<file path="config.mk">
export PLATFORM = sky130hd
export DESIGN_NAME = rtxc_config_regs
export DESIGN_NICKNAME = d
export VERILOG_FILES = /design/src/pkg/rtxc_pkg.sv /design/src/rtl/rtxc_adc_clkdiv.sv /design/src/rtl/rtxc_config_regs.sv
export VERILOG_INCLUDE_DIRS = /design/src /design/src/pkg
export SDC_FILE = /design/constraint.sdc
export NUM_CORES = 1
export LEC_CHECK = 0
export ABC_AREA = 1
export BUFFER_PORTS_ARGS = -buffer_cell sky130_fd_sc_hd__buf_2
export CELL_PAD_IN_SITES_DETAIL_PLACEMENT = 2
export CELL_PAD_IN_SITES_GLOBAL_PLACEMENT = 2
export CORE_MARGIN = 1.5
export CORE_UTILIZATION = 34
export CTS_CLUSTER_SIZE = 24
export DETAILED_ROUTE_END_ITERATION = 16
export PLACE_DENSITY = 0.76
export SKIP_CTS_REPAIR_TIMING = 1
export SYNTH_ARGS = -nofsm -noshare
export SYNTH_HDL_FRONTEND = slang
export SYNTH_SLANG_ARGS = --single-unit
</file>
<file path="constraint.sdc">
create_clock -name i_sys_clk -period 2.4 [get_ports i_sys_clk]
set_input_delay 0.48 -clock i_sys_clk [delete_from_list [all_inputs] [get_ports i_sys_clk]]
set_output_delay 0.48 -clock i_sys_clk [all_outputs]
set_load 0.005 [all_outputs]
</file>
<file path="src/pkg/rtxc_regs.svh">
`ifndef RTXC_REGS_SVH
`define RTXC_REGS_SVH
// Register select codes carried in the low five bits of each word.
`define RTXC_SEL_POWER 5'h00
`define RTXC_SEL_REF 5'h01
`define RTXC_SEL_ADC 5'h02
`define RTXC_SEL_OUTSEL 5'h03
// Field positions inside the 32-bit word.
`define RTXC_SEL_HI 4
`define RTXC_BIT_CAL2 12
`define RTXC_BIT_CAL1 11
`define RTXC_BIT_OSC_PWR 10
`define RTXC_BIT_OSC_CAL 9
`define RTXC_BIT_ADC_PWR 8
`define RTXC_BIT_TX2_PWR 7
`define RTXC_BIT_TX1_PWR 6
`define RTXC_BIT_LO_PWR 5
`define RTXC_BIT_ADC_START 15
`define RTXC_AVG_HI 14
`define RTXC_AVG_LO 13
`define RTXC_CODE_HI 12
`define RTXC_CODE_LO 5
`define RTXC_MUX_HI 15
`define RTXC_MUX_LO 12
`define RTXC_LVL_BIT 11
`define RTXC_RB_HI 10
`define RTXC_RB_LO 5
// Reset values of the held fields.
`define RTXC_RST_BYTE 8'h00
`define RTXC_RST_DIV 8'h01
// Word length in bits.
`define RTXC_WORD_BITS 6'h20
`endif

</file>
<file path="src/pkg/rtxc_pkg.sv">
package rtxc_pkg;
    // Power controls held from the power register; calibration bits are separate pulse outputs.
    typedef struct packed {
        logic oscillator_power_on;
        logic converter_power_on;
        logic second_output_power_on;
        logic first_output_power_on;
        logic local_osc_output_power_on;
    } rtxc_power_t;
    // Output selection controls.
    typedef struct packed {
        logic [3:0] status_mux_select;
        logic level_high;
        logic [5:0] readback_select;
    } rtxc_outsel_t;
    // Serial receiver states.
    typedef enum logic [1:0] {
        RTXC_IDLE = 2'b01,
        RTXC_SHIFT = 2'b10
    } rtxc_state_t;
endpackage

</file>
<file path="src/rtl/rtxc_adc_clkdiv.sv">
`timescale 1ns/100ps
`include "rtxc_regs.svh"
// Divides the reference-divider tick down to the converter sampling tick.
module rtxc_adc_clkdiv
    import rtxc_pkg::*;
(
    input wire logic i_sys_clk,
    input wire logic i_srst,
    input wire logic i_ref_tick,
    input wire logic [7:0] i_divide,
    output logic o_sample_tick
);
    logic [7:0] count;

    // Counts reference ticks; a divide of zero is treated as one so the tick never stops.
    always_ff @(posedge i_sys_clk) begin
        if (i_srst) begin
            count <= 8'h00;
            o_sample_tick <= 1'b0;
        end else begin
            o_sample_tick <= 1'b0;
            if (i_ref_tick) begin
                if (count + 8'h01 >= i_divide) begin
                    count <= 8'h00;
                    o_sample_tick <= 1'b1;
                end else begin
                    count <= count + 8'h01;
                end
            end
        end
    end
endmodule

</file>
<file path="src/rtl/rtxc_config_regs.sv">
`timescale 1ns/100ps
`include "rtxc_regs.svh"
module rtxc_config_regs
    import rtxc_pkg::*;
(
    input wire logic i_sys_clk,
    input wire logic i_srst,
    input wire logic i_ser_clk,
    input wire logic i_ser_data,
    input wire logic i_ser_le,
    input wire logic i_ref_tick,
    output rtxc_power_t o_power,
    output logic o_second_output_level_cal,
    output logic o_first_output_level_cal,
    output logic o_oscillator_calibrate,
    output logic [7:0] o_output_level_reference_code,
    output logic o_adc_start,
    output logic [1:0] o_adc_average,
    output logic [7:0] o_adc_divide,
    output logic o_adc_sample_tick,
    output rtxc_outsel_t o_outsel
);
    logic [2:0] clk_sync;
    logic [2:0] le_sync;
    logic [1:0] data_sync;
    logic [31:0] shift_word;
    logic [5:0] bit_count;
    logic word_done;
    logic [31:0] word;
    rtxc_state_t state;
    logic clk_rise;
    logic le_rise;
    logic le_fall;
    logic [4:0] register_select_field;

    // Pins are foreign to the system clock, so each passes two flops first.
    // The third stage only serves edge detection and reads the second.
    // The load enable chain resets to its idle high level, so no false edge follows reset.
    always_ff @(posedge i_sys_clk) begin
        if (i_srst) begin
            clk_sync <= 3'h0;
            le_sync <= 3'h7;
            data_sync <= 2'h0;
        end else begin
            clk_sync <= {clk_sync[1:0], i_ser_clk};
            le_sync <= {le_sync[1:0], i_ser_le};
            data_sync <= {data_sync[0], i_ser_data};
        end
    end

    assign clk_rise = clk_sync[1] & ~clk_sync[2];
    assign le_rise = le_sync[1] & ~le_sync[2];
    assign le_fall = ~le_sync[1] & le_sync[2];

    // Shifts bits MSB first while the load enable is low; the word is taken on
    // the load enable rising edge only when exactly 32 bits arrived, so a short
    // or long frame is dropped rather than half-applied.
    always_ff @(posedge i_sys_clk) begin
        if (i_srst) begin
            state <= RTXC_IDLE;
            shift_word <= 32'h0000_0000;
            bit_count <= 6'h00;
            word_done <= 1'b0;
            word <= 32'h0000_0000;
        end else begin
            word_done <= 1'b0;
            case (state)
                RTXC_IDLE: begin
                    if (le_fall) begin
                        bit_count <= 6'h00;
                        state <= RTXC_SHIFT;
                    end
                end
                RTXC_SHIFT: begin
                    if (le_rise) begin
                        state <= RTXC_IDLE;
                        if (bit_count == `RTXC_WORD_BITS) begin
                            word <= shift_word;
                            word_done <= 1'b1;
                        end
                    end else if (clk_rise) begin
                        shift_word <= {shift_word[30:0], data_sync[1]};
                        if (bit_count != 6'h3f) begin
                            bit_count <= bit_count + 6'h01;
                        end
                    end
                end
                default: begin
                    state <= RTXC_IDLE;
                end
            endcase
        end
    end

    // Reserved high bits are not checked; the host owns that pattern.
    assign register_select_field = word[`RTXC_SEL_HI:0];

    // Power register: levels are held, calibration bits launch one-cycle starts.
    always_ff @(posedge i_sys_clk) begin
        if (i_srst) begin
            o_power <= '0;
            o_second_output_level_cal <= 1'b0;
            o_first_output_level_cal <= 1'b0;
            o_oscillator_calibrate <= 1'b0;
        end else begin
            o_second_output_level_cal <= 1'b0;
            o_first_output_level_cal <= 1'b0;
            o_oscillator_calibrate <= 1'b0;
            if (word_done && register_select_field == `RTXC_SEL_POWER) begin
                o_second_output_level_cal <= word[`RTXC_BIT_CAL2];
                o_first_output_level_cal <= word[`RTXC_BIT_CAL1];
                o_power.oscillator_power_on <= word[`RTXC_BIT_OSC_PWR];
                o_oscillator_calibrate <= word[`RTXC_BIT_OSC_CAL];
                o_power.converter_power_on <= word[`RTXC_BIT_ADC_PWR];
                // Both outputs may be written on; the host is trusted here.
                o_power.second_output_power_on <= word[`RTXC_BIT_TX2_PWR];
                o_power.first_output_power_on <= word[`RTXC_BIT_TX1_PWR];
                o_power.local_osc_output_power_on <= word[`RTXC_BIT_LO_PWR];
            end
        end
    end

    // Reference code stays on the output, so any calibration sees it.
    always_ff @(posedge i_sys_clk) begin
        if (i_srst) begin
            o_output_level_reference_code <= `RTXC_RST_BYTE;
        end else if (word_done && register_select_field == `RTXC_SEL_REF) begin
            o_output_level_reference_code <= word[`RTXC_CODE_HI:`RTXC_CODE_LO];
        end
    end

    // Converter register: start is a one-cycle pulse per write that sets the start bit.
    always_ff @(posedge i_sys_clk) begin
        if (i_srst) begin
            o_adc_start <= 1'b0;
            o_adc_average <= 2'h0;
            o_adc_divide <= `RTXC_RST_DIV;
        end else begin
            o_adc_start <= 1'b0;
            if (word_done && register_select_field == `RTXC_SEL_ADC) begin
                o_adc_start <= word[`RTXC_BIT_ADC_START];
                o_adc_average <= word[`RTXC_AVG_HI:`RTXC_AVG_LO];
                o_adc_divide <= word[`RTXC_CODE_HI:`RTXC_CODE_LO];
            end
        end
    end

    // Output select register.
    always_ff @(posedge i_sys_clk) begin
        if (i_srst) begin
            o_outsel <= '0;
        end else if (word_done && register_select_field == `RTXC_SEL_OUTSEL) begin
            o_outsel.status_mux_select <= word[`RTXC_MUX_HI:`RTXC_MUX_LO];
            o_outsel.level_high <= word[`RTXC_LVL_BIT];
            o_outsel.readback_select <= word[`RTXC_RB_HI:`RTXC_RB_LO];
        end
    end

    // Sampling clock divider driven from the reference tick.
    rtxc_adc_clkdiv u_clkdiv (
        .i_sys_clk(i_sys_clk),
        .i_srst(i_srst),
        .i_ref_tick(i_ref_tick),
        .i_divide(o_adc_divide),
        .o_sample_tick(o_adc_sample_tick)
    );
endmodule

</file>
==> results of run 1 <==
==> cell families after synthesis <==
family	synth area share, %
simple gates	19.2
buf+inv	9.16
fa+ha+maj	3.55
compound gates	17.4
flops	49.5
xor+xnor	1.13
==> final timing paths <==
check	endpoint	slack [ns]	cells past startpoint	from
setup / recovery	u_clkdiv.count[0]	0.19	11	u_clkdiv.count[0]
hold / removal	le_sync[0]	0.33	2	i_ser_le
setup reg to reg	u_clkdiv.count[0]	0.19	11	u_clkdiv.count[0]
hold reg to reg	le_sync[1]	0.41	1	le_sync[0]
==> final cells by class <==
class                      count  share of cell area [%]
clock buffer                   9                    5.00
clock inverter                 7                    1.36
inverter                      68                    5.67
multi-input combinational    305                    35.6
sequential                    96                    42.7
tap                          140                    3.89
timing repair buffer          49                    5.73
==> state kept, by name, indices dropped and copies added, names as in the netlist <==
| signal | cells |
|---|---|
| bit_count | 6 |
| clk_sync | 3 |
| data_sync | 2 |
| le_sync | 3 |
| o_adc_average | 2 |
| o_adc_divide | 8 |
| o_adc_start | 1 |
| o_first_output_level_cal | 1 |
| o_oscillator_calibrate | 1 |
| o_output_level_reference_code | 8 |
| o_outsel | 11 |
| o_power | 5 |
| o_second_output_level_cal | 1 |
| shift_word | 16 |
| state | 2 |
| u_clkdiv.count | 8 |
| u_clkdiv.o_sample_tick | 1 |
| word | 16 |
| word_done | 1 |
==> power by group through the flow <==
stage	combinational, W	sequential (W)	clock, W
after floorplan	0.000132	0.00166	0
after global placement	0.000169	0.00166	0
after detailed placement	0.000182	0.00167	0
after CTS	0.000186	0.00163	0.00145
after global routing	0.000206	0.00163	0.00152
final	0.000184	0.00163	0.00141
==> per-stage QoR <==
stage | instance area, um^2 | setup WS (ns)
after floorplan | 3880 | 0.574
after detailed placement | 4210 | 0.230
after CTS | 4500 | 0.191
after global placement | 4210 | 0.427
final | 4500 | 0.188
after global routing | 4500 | 0.00566
==> synth_stat cells (all sizes together) <==
| cell | instances | area share, % |
|---|---|---|
| a21o | 1 | 0.19 |
| and2 | 1 | 0.16 |
| xor2 | 3 | 0.68 |
| buf | 9 | 1.6 |
| a21oi | 63 | 8.2 |
| nor2 | 71 | 8.2 |
| xnor2 | 2 | 0.45 |
| clkbuf | 10 | 0.97 |
| o21ai | 69 | 9.0 |
| nand3 | 11 | 1.7 |
| inv | 66 | 6.4 |
| or2 | 3 | 0.55 |
| nand2 | 51 | 5.2 |
| clkinv | 2 | 0.19 |
| dfxtp | 96 | 50 |
| nand3b | 3 | 0.58 |
| nor3 | 3 | 0.81 |
| ha | 11 | 3.5 |
| nand4 | 13 | 2.1 |
==> routing by layer <==
layer	share of wire, %	up-vias
met1	47	1708
met4	0.99	0
li1	-	1665
met2	50	39
met5	0	-
met3	2.4	10
==> impl_metrics.tcl, run 1 <==
set metrics [dict create \
    nets 546 \
    hpwlAfterDp_um 7530 \
    syn_area_um2 3880 \
    p_leak_nw 2.00 \
    worstPathMaxFanout 8 \
    cts_buffers 9 \
    antenna_found_initial 0 \
    area_growth_pct 16.0 \
    cp_cell_sequence "ha_1 -> xor2_1 -> ha_1 -> nand2_1 -> nor2_1 -> nor2_1 -> nand2_1 -> nand2_1 -> and2_1 -> nand2_1 -> a21oi_1" \
    combPwrFrac_pct 5.7 \
    ys_seq_area_share_pct 49.5 \
    power.density_nw_per_um2 717 \
    io_pins 45 \
    die-area_um2 12100 \
    yosysWarnings 0 \
    drive_gt1_share_pct 16.5 \
    crit_top_cell "nand2_1" \
    pwr-share-seq_pct 50.5 \
    n_fill_cell 1276 \
    switchingPower_w 0.000840 \
    die_h_um 110 \
    die_x_um 110 \
    tightest_slew_ns 0.640 \
    place.gp.congestion 0.715 \
    detail_route.drc_violations 0 \
    grt_pass1_vias 3618 \
    skew_ns 0.0108 \
    num_antenna_cells 0 \
    p_int_w 0.00239 \
    drt_iter0_markers 103 \
    grt_max_degree 73 \
    pwr-share-clk_pct 43.8 \
    final_common_cell "dfxtp_1" \
    start_kind "register" \
    grtUsageMet3_pct 3.38 \
    clk_latency_ns 0.35 \
    drv_cap 0 \
    clock-sinks 96 \
    grt_pass1_wl_um 18100 \
    power.share.switching_pct 26.0 \
    top_usage_layer "met2" \
    ys_seq_elements 96 \
    min-delay-path-class "in2reg" \
    synth_fp_nets 505 \
    root_buffer "clkbuf_16" \
    outcome "finished clean" \
    final_cell_mix "96 x dfxtp_1, 64 x nor2_1, 63 x o21ai_0" \
    multi_input_area_um2 1600 \
    fmax_ghz 0.452 \
    met1_usage_pct 24.6 \
    cp_slowest_cell "dfxtp_1" \
    relSlewSlack_pct 57.3 \
    synth.distinct_cells 34 \
    htree_levels 3 \
    postLayoutCoreUtil_pct 41.0 \
    core_um2 11000 \
    crit_buf_inv 0 \
    final_cells 674 \
    hold_violations 0 \
    fin_setup_tns_ns 0 \
    post-route-min-period_ns 2.21 \
    fp-row-count 38 \
    p_total_w 0.00323 \
    setup_viol_count_final 0 \
    ff_latch_area_um2 1920 \
    place_inst 658 \
    grt_use_met2_pct 35.1 \
    cts_tree "yes" \
    slew_viol_final 0 \
    rsz0062_at_grt "no" \
    end_kind "register" \
    clk_pin_slew_ns 0.07 \
    vias 3422 \
    cp.required_ns 2.67 \
    antenna_left 0 \
    irDropWorstVdd_v 0.000277 \
    grtUsageTotal_pct 19.7 \
    io_buffers 44 \
    via_per_inst 5.08 \
    syn_avg_cell_area_um2 7.95 \
    post_drt_wl_per_cell_um 16.7 \
    netlist_instances 488 \
    routed_wl_um 11200 \
    max_stage_delay_ns 0.41 \
    critPathKind "reg2reg" \
    cp_top_family "simple AND/OR/NAND/NOR gates" \
    first_pass_iters 4 \
    holdWs_ns 0.328 \
    finalCritPeriodShare_pct 92.1 \
    cts_buffer_depth 2 \
    grt_remaining_overflow 0 \
    floorplan.initialDensity_pct 35.3 \
    cp.arrival_ns 2.49 \
]
(Power assumes the default switching activity.)
==> run 2: changes to the inputs <==
--- a/config.mk
+++ b/config.mk
@@ -11,10 +11,10 @@
 export CELL_PAD_IN_SITES_DETAIL_PLACEMENT = 2
 export CELL_PAD_IN_SITES_GLOBAL_PLACEMENT = 2
 export CORE_MARGIN = 1.5
-export CORE_UTILIZATION = 34
+export CORE_UTILIZATION = 36
 export CTS_CLUSTER_SIZE = 24
 export DETAILED_ROUTE_END_ITERATION = 16
-export PLACE_DENSITY = 0.76
+export PLACE_DENSITY = 0.79
 export SKIP_CTS_REPAIR_TIMING = 1
 export SYNTH_ARGS = -nofsm -noshare
 export SYNTH_HDL_FRONTEND = slang
==> constraint.sdc (replaced) <==
create_clock -name i_sys_clk -period 2.8 [get_ports i_sys_clk]
set_input_delay 0.56 -clock i_sys_clk [delete_from_list [all_inputs] [get_ports i_sys_clk]]
set_output_delay 0.56 -clock i_sys_clk [all_outputs]
set_load 0.005 [all_outputs]
==> run 2 against run 1 <==
  * Die area fell by 5.4%
  * Worst setup slack improved by 0.42 ns
  * Total power decreased by 22%
  * Maximum frequency up 0.88%
  * Sequential power fell by 14%
  * Combinational power down 18%
  * Cell count down 1.2%
  * Hold slack gained 0.044 ns
  * Register-to-register slack improved by 0.42 ns
  * Critical path type unchanged
  * Largest cell class unchanged
  * Highest routed layer unchanged
==> impl_metrics.tcl, run 2 (synthesis results as in run 1) <==
set metrics [dict create \
    fp-row-count 37 \
    die_h_um 107 \
    post-route-min-period_ns 2.19 \
    cts_buffer_depth 2 \
    routed_wl_um 10700 \
    final_cells 666 \
    area_growth_pct 13.1 \
    p_total_w 0.00252 \
    cts_buffers 9 \
    largestRegisters "shift_word x16, word x16, o_outsel x11" \
    die_x_um 107 \
    hold_path.startpoint "i_ser_le" \
    grtUsageTotal_pct 20.1 \
    p_leak_nw 1.95 \
    irDropWorstVdd_v 0.000369 \
    worstPathMaxFanout 8 \
    fmax_ghz 0.456 \
    rsz0062_at_grt "no" \
    r2r_slack_ns 0.61 \
    setup_viol_count_final 0 \
    hold_depth 2 \
    first_pass_iters 4 \
    clk_latency_ns 0.37 \
    root_buffer "clkbuf_8" \
    io_pins 45 \
    num_antenna_cells 0 \
    outcome "finished clean" \
    grt_pass1_vias 3564 \
    io_buffers 44 \
    min-delay-path-class "in2reg" \
    die-area_um2 11400 \
    core_um2 10400 \
    r2r_cells 10 \
    antenna_left 0 \
    cp.required_ns 3.11 \
    end_kind "register" \
    antenna_found_initial 0 \
    floorplan.initialDensity_pct 37.4 \
    grt_remaining_overflow 0 \
    via_per_inst 4.99 \
    grt_pass1_wl_um 17800 \
    fin_setup_tns_ns 0 \
    drive_gt1_share_pct 15.8 \
    place_inst 650 \
    clk_pin_slew_ns 0.10 \
    drv_cap 0 \
    post_drt_wl_per_cell_um 16.0 \
    skew_ns 0.00670 \
    finalCritPeriodShare_pct 78.3 \
    r2r-start "u_clkdiv.count[2]" \
    start_kind "register" \
    nets 542 \
    critPathKind "reg2reg" \
    vias 3326 \
    place.gp.congestion 0.732 \
    drt_iter0_markers 120 \
    grt_max_degree 73 \
    hold_violations 0 \
    relSlewSlack_pct 38.7 \
    detail_route.drc_violations 0 \
    hpwlAfterDp_um 7490 \
    final_common_cell "dfxtp_1" \
    tightest_slew_ns 0.917 \
    clock-sinks 96 \
    slew_viol_final 0 \
    power.density_nw_per_um2 575 \
    htree_levels 3 \
    cp.arrival_ns 2.50 \
    r2r-end "u_clkdiv.count[0]" \
    cts_tree "yes" \
    final_cell_mix "96 x dfxtp_1, 64 x nor2_1, 63 x o21ai_0" \
    hold_path_end "le_sync[0]" \
]
-- run 2: cell types whose count changed in the layout (fill, tap and decap cells not counted) --
| cell | change |
|---|---|
| buf_4 | -4 |
| bufinv_16 | +1 |
| clkbuf_16 | -9 |
| clkbuf_8 | +10 |
| clkinv_4 | -1 |
| inv_6 | -1 |
-- run 2: how the worst max path moves through the flow --
stage / slack [ns] / depth (start not counted) / endpoint / from
after floorplan: 0.97 / 13 / u_clkdiv.count[0] / u_clkdiv.count[0]
after global placement: 0.81 / 10 / u_clkdiv.count[0] / u_clkdiv.count[2]
after detailed placement: 0.64 / 10 / u_clkdiv.count[0] / u_clkdiv.count[2]
after CTS: 0.60 / 10 / u_clkdiv.count[0] / u_clkdiv.count[2]
after global routing: 0.38 / 13 / u_clkdiv.count[0] / u_clkdiv.count[0]
final: 0.61 / 10 / u_clkdiv.count[0] / u_clkdiv.count[2]
-- run 2: per-layer routing --
| layer | up-vias | share of wire (%) | global-route usage [%] |
|---|---|---|---|
| li1 | 1648 | - | - |
| met5 | - | 0 | 0 |
| met4 | 0 | 1.2 | 4.86 |
| met1 | 1631 | 46 | 24.4 |
| met2 | 38 | 49 | 35.5 |
| met3 | 9 | 3.4 | 5.17 |
-- run 2: report_power, final --
part / total, W / switching (W) / internal, W
logic: 0.000150 / 0.000109 / 0.0000419
clock network: 0.000977 / 0.000527 / 0.000450
registers: 0.00140 / 0.0000140 / 0.00138
total: 0.00252 / 0.000649 / 0.00187
-- run 2: worst max-delay path, stage by stage (launching register included) --
cell and delay [ns]:
dfxtp_1 0.42, nand3_1 0.18, nor2_1 0.15, xor2_1 0.25
ha_1 0.29, a21oi_1 0.14, nor2_1 0.07, nor2_2 0.24
and2_1 0.21, nand2_1 0.06, a21oi_1 0.12
-- run 2: cell type report --
cell class              count  area (um^2)
multi-input cells         305         1600
clock buffers              10          138
inverters                  68          255
fillers                  1211         5980
clock inverters             6         73.8
flip-flops and latches     96         1920
repair buffers             45          228
well taps                 136          170
-- run 2: per-stage QoR --
| stage | hold WS [ns] | utilization, % | instance area, um^2 | worst slack, ns |
|---|---|---|---|---|
| 2_1_floorplan | 0.388 | - | 3880 | 0.974 |
| 3_3_place_gp | 0.400 | 40.3 | 4180 | 0.809 |
| 3_5_place_dp | 0.404 | 40.3 | 4180 | 0.644 |
| 4_1_cts | 0.362 | 42.3 | 4390 | 0.603 |
| 5_1_grt | 0.359 | 42.3 | 4390 | 0.383 |
| 6_report | 0.372 | 42.3 | 4390 | 0.608 |
==> run 3: changes to the inputs <==
--- a/config.mk
+++ b/config.mk
@@ -6,7 +6,7 @@
 export SDC_FILE = /design/constraint.sdc
 export NUM_CORES = 1
 export LEC_CHECK = 0
-export ABC_AREA = 1
+export ABC_AREA = 0
 export BUFFER_PORTS_ARGS = -buffer_cell sky130_fd_sc_hd__buf_2
 export CELL_PAD_IN_SITES_DETAIL_PLACEMENT = 2
 export CELL_PAD_IN_SITES_GLOBAL_PLACEMENT = 2
@@ -14,7 +14,7 @@
 export CORE_UTILIZATION = 36
 export CTS_CLUSTER_SIZE = 24
 export DETAILED_ROUTE_END_ITERATION = 16
-export PLACE_DENSITY = 0.79
+export PLACE_DENSITY = 0.75
 export SKIP_CTS_REPAIR_TIMING = 1
 export SYNTH_ARGS = -nofsm -noshare
 export SYNTH_HDL_FRONTEND = slang
==> constraint.sdc (replaced) <==
create_clock -name i_sys_clk -period 2.25 [get_ports i_sys_clk]
set_input_delay 0.45 -clock i_sys_clk [delete_from_list [all_inputs] [get_ports i_sys_clk]]
set_output_delay 0.45 -clock i_sys_clk [all_outputs]
set_load 0.005 [all_outputs]
==> run 3 against run 2 <==
  * Die area fell by 2.8%
  * Hold slack got worse by 0.11 ns
  * Combinational power fell by 62%
  * Critical path type unchanged
==> impl_metrics.tcl, run 3 <==
set metrics [dict create \
    skew_ns 0.00573 \
    tightest_slew_ns 0.475 \
    synthMostInstantiatedCell "dfxtp_1" \
    hold_violations 0 \
    place_inst 566 \
    placed_area_um2 4170 \
    yosys.area_share.adder_pct 3.65 \
    slew_viol_final 0 \
    area_growth_pct 18.0 \
    core_um2 10200 \
    cp.required_ns 2.55 \
    fin_area_um2 4450 \
    grt_remaining_overflow 0 \
    relSlewSlack_pct 68.3 \
    routed_wl_um 9730 \
    max_stage_delay_ns 0.41 \
    detail_route.drc_violations 0 \
    die-area_um2 11100 \
    cp_top_family "simple AND/OR/NAND/NOR gates" \
    clk_latency_ns 0.36 \
    final_cell_mix "91 x dfxtp_1, 58 x nor2_1, 48 x mux2i_1" \
    cts_buffer_depth 2 \
    synth-compound-area-share_pct 6.90 \
    ys_seq_elements 96 \
    finalCritPeriodShare_pct 97.4 \
    clock-sinks 96 \
    outcome "finished clean" \
    vias 2917 \
    syn_area_um2 3770 \
    drt_iter0_markers 55 \
    irDropWorstVdd_v 0.000258 \
    floorplan.initialDensity_pct 36.8 \
    synth_edf_count 0 \
    final_common_cell "dfxtp_1" \
    io_pins 45 \
    fp-row-count 37 \
    ys_seq_area_share_pct 51.0 \
    routed-wl-met3_um 222 \
    antenna_left 0 \
    drt-met1-wl_um 4310 \
    cp.arrival_ns 2.49 \
    grt_max_degree 58 \
    min-delay-path-class "in2reg" \
    place.gp.congestion 0.739 \
    nets 460 \
    cp_slowest_cell "dfxtp_2" \
    final_cells 584 \
    netlist_instances 394 \
    synth_top_area_share_pct 51.0 \
    num_antenna_cells 0 \
    syn_avg_cell_area_um2 9.57 \
    worstPathMaxFanout 5 \
    clk_pin_slew_ns 0.09 \
    postLayoutCoreUtil_pct 43.5 \
    yosysWarnings 0 \
    power.density_nw_per_um2 685 \
    first_pass_iters 4 \
    io_buffers 44 \
    yosysTopAreaCell "dfxtp_1" \
    synth.distinct_cells 44 \
    synth_fp_nets 411 \
    hpwlAfterDp_um 6800 \
    synth_top_family_by_area "simple AND/OR/NAND/NOR gates" \
    via_per_inst 4.99 \
    die_h_um 105 \
    synth-simple-area-share_pct 20.2 \
    grt_pass1_vias 3069 \
    synth_mux_area_share_pct 12.7 \
    synth_common_cells "96 x dfxtp_1, 59 x nor2_1, 48 x mux2i_1" \
    setup_viol_count_final 0 \
    fin_setup_tns_ns 0 \
    root_buffer "clkbuf_8" \
    cp_cell_sequence "ha_1 -> nand2_1 -> nor2_1 -> xnor2_1 -> ha_1 -> nand4_1 -> nand3_1 -> nor2_2 -> buf_4 -> nand3_1 -> a21oi_1" \
    async_flop_share_pct 0 \
    n_fill_cell 1127 \
    drv_cap 0 \
    fmax_ghz 0.456 \
    largestRegisters "shift_word x16, word x16, o_outsel x11" \
    holdWs_ns 0.266 \
    htree_levels 3 \
    synth_xor_area_share_pct 1.39 \
    critPathKind "reg2reg" \
    crit_buf_inv 1 \
    p_leak_nw 2.00 \
    start_kind "register" \
    maxUsedRoutingLayer "met4" \
    grtUsageTotal_pct 18.1 \
    end_kind "register" \
    ys_top_cells_by_area "dfxtp_1 51%, mux2i_1 13%, nor2_1 5.9%, nand2_1 4.1%, ha_1 3.7%" \
    post-route-min-period_ns 2.19 \
    cts_tree "yes" \
    post_drt_wl_per_cell_um 16.7 \
    grt_pass1_wl_um 15500 \
    antenna_found_initial 0 \
    cts_buffers 9 \
    drive_gt1_share_pct 21.0 \
    route.met2.wl_um 5070 \
    synth_flop_cell "dfxtp_1" \
    die_x_um 105 \
]
==> run 3: cell types whose count changed in the layout (fill, tap and decap cells not counted), sizes merged, moves of 7 or more <==
cell / change
nor2: -12
nand4: -9
nand2b: +7
mux2i: +48
inv: -51
nand2: -10
o21ai: -66
buf: +12
nor2b: +7
a21oi: -40
==> run 3: worst register-to-register path, delay by kind of cell, from the launching register on <==
kind,cells,cell delay (ns)
adders and majority gates,2,0.55
and+or+nand+nor,6,0.72
buffers and inverters,1,0.14
AOI/OAI and AO/OA,1,0.14
xor gates and xnor gates,1,0.18
DFF,1,0.41
==> run 3: kinds of logic after synthesis <==
logic type	Yosys count
and+or+nand+nor	154
DFF	96
xor gates and xnor gates	6
muxes	48
buffers and inverters	37
adders and majority gates	11
AOI/OAI and AO/OA	42
==> run 3: routing by layer <==
| metal | up-vias | GRT usage [%] |
|---|---|---|
| li1 | 1422 | - |
| met1 | 1457 | 22.1 |
| met2 | 28 | 31.0 |
| met3 | 10 | 3.96 |
| met4 | 0 | 7.14 |
| met5 | - | 0 |
==> run 3: path summary, 6_finish.rpt <==
| path | start | end | slack, ns | cells past startpoint |
|---|---|---|---|---|
| worst min register to register | le_sync[0] | le_sync[1] | 0.43 | 1 |
| worst max register to register | u_clkdiv.count[0] | u_clkdiv.count[7] | 0.06 | 11 |
| worst min-delay path | i_ser_le | le_sync[0] | 0.27 | 2 |
| worst max-delay path | u_clkdiv.count[0] | u_clkdiv.count[7] | 0.06 | 11 |
==> run 3: cell type report <==
class,instances,area [um^2],share of cell area (%)
sequential,96,1930,43.4
multi-input combinational,261,1720,38.7
timing repair buffer,57,330,7.43
tap,136,170,3.83
clock buffer,11,151,3.40
clock inverter,5,78.8,1.77
inverter,18,67.6,1.52
==> run 3: through the flow <==
stage | worst slack [ns] | total power [W]
after floorplan | 0.257 | 0.00178
after global placement | 0.0664 | 0.00180
after detailed placement | -0.125 | 0.00180
after CTS | -0.157 | 0.00310
after global routing | -0.191 | 0.00317
final | 0.0580 | 0.00304
==> run 3: where the power goes <==
group / internal (W) / switching (W) / total, W
clock network: 0.000685 / 0.000594 / 0.00128
logic: 0.0000182 / 0.0000385 / 0.0000567
registers: 0.00171 / 0.00000362 / 0.00171
total: 0.00241 / 0.000636 / 0.00304
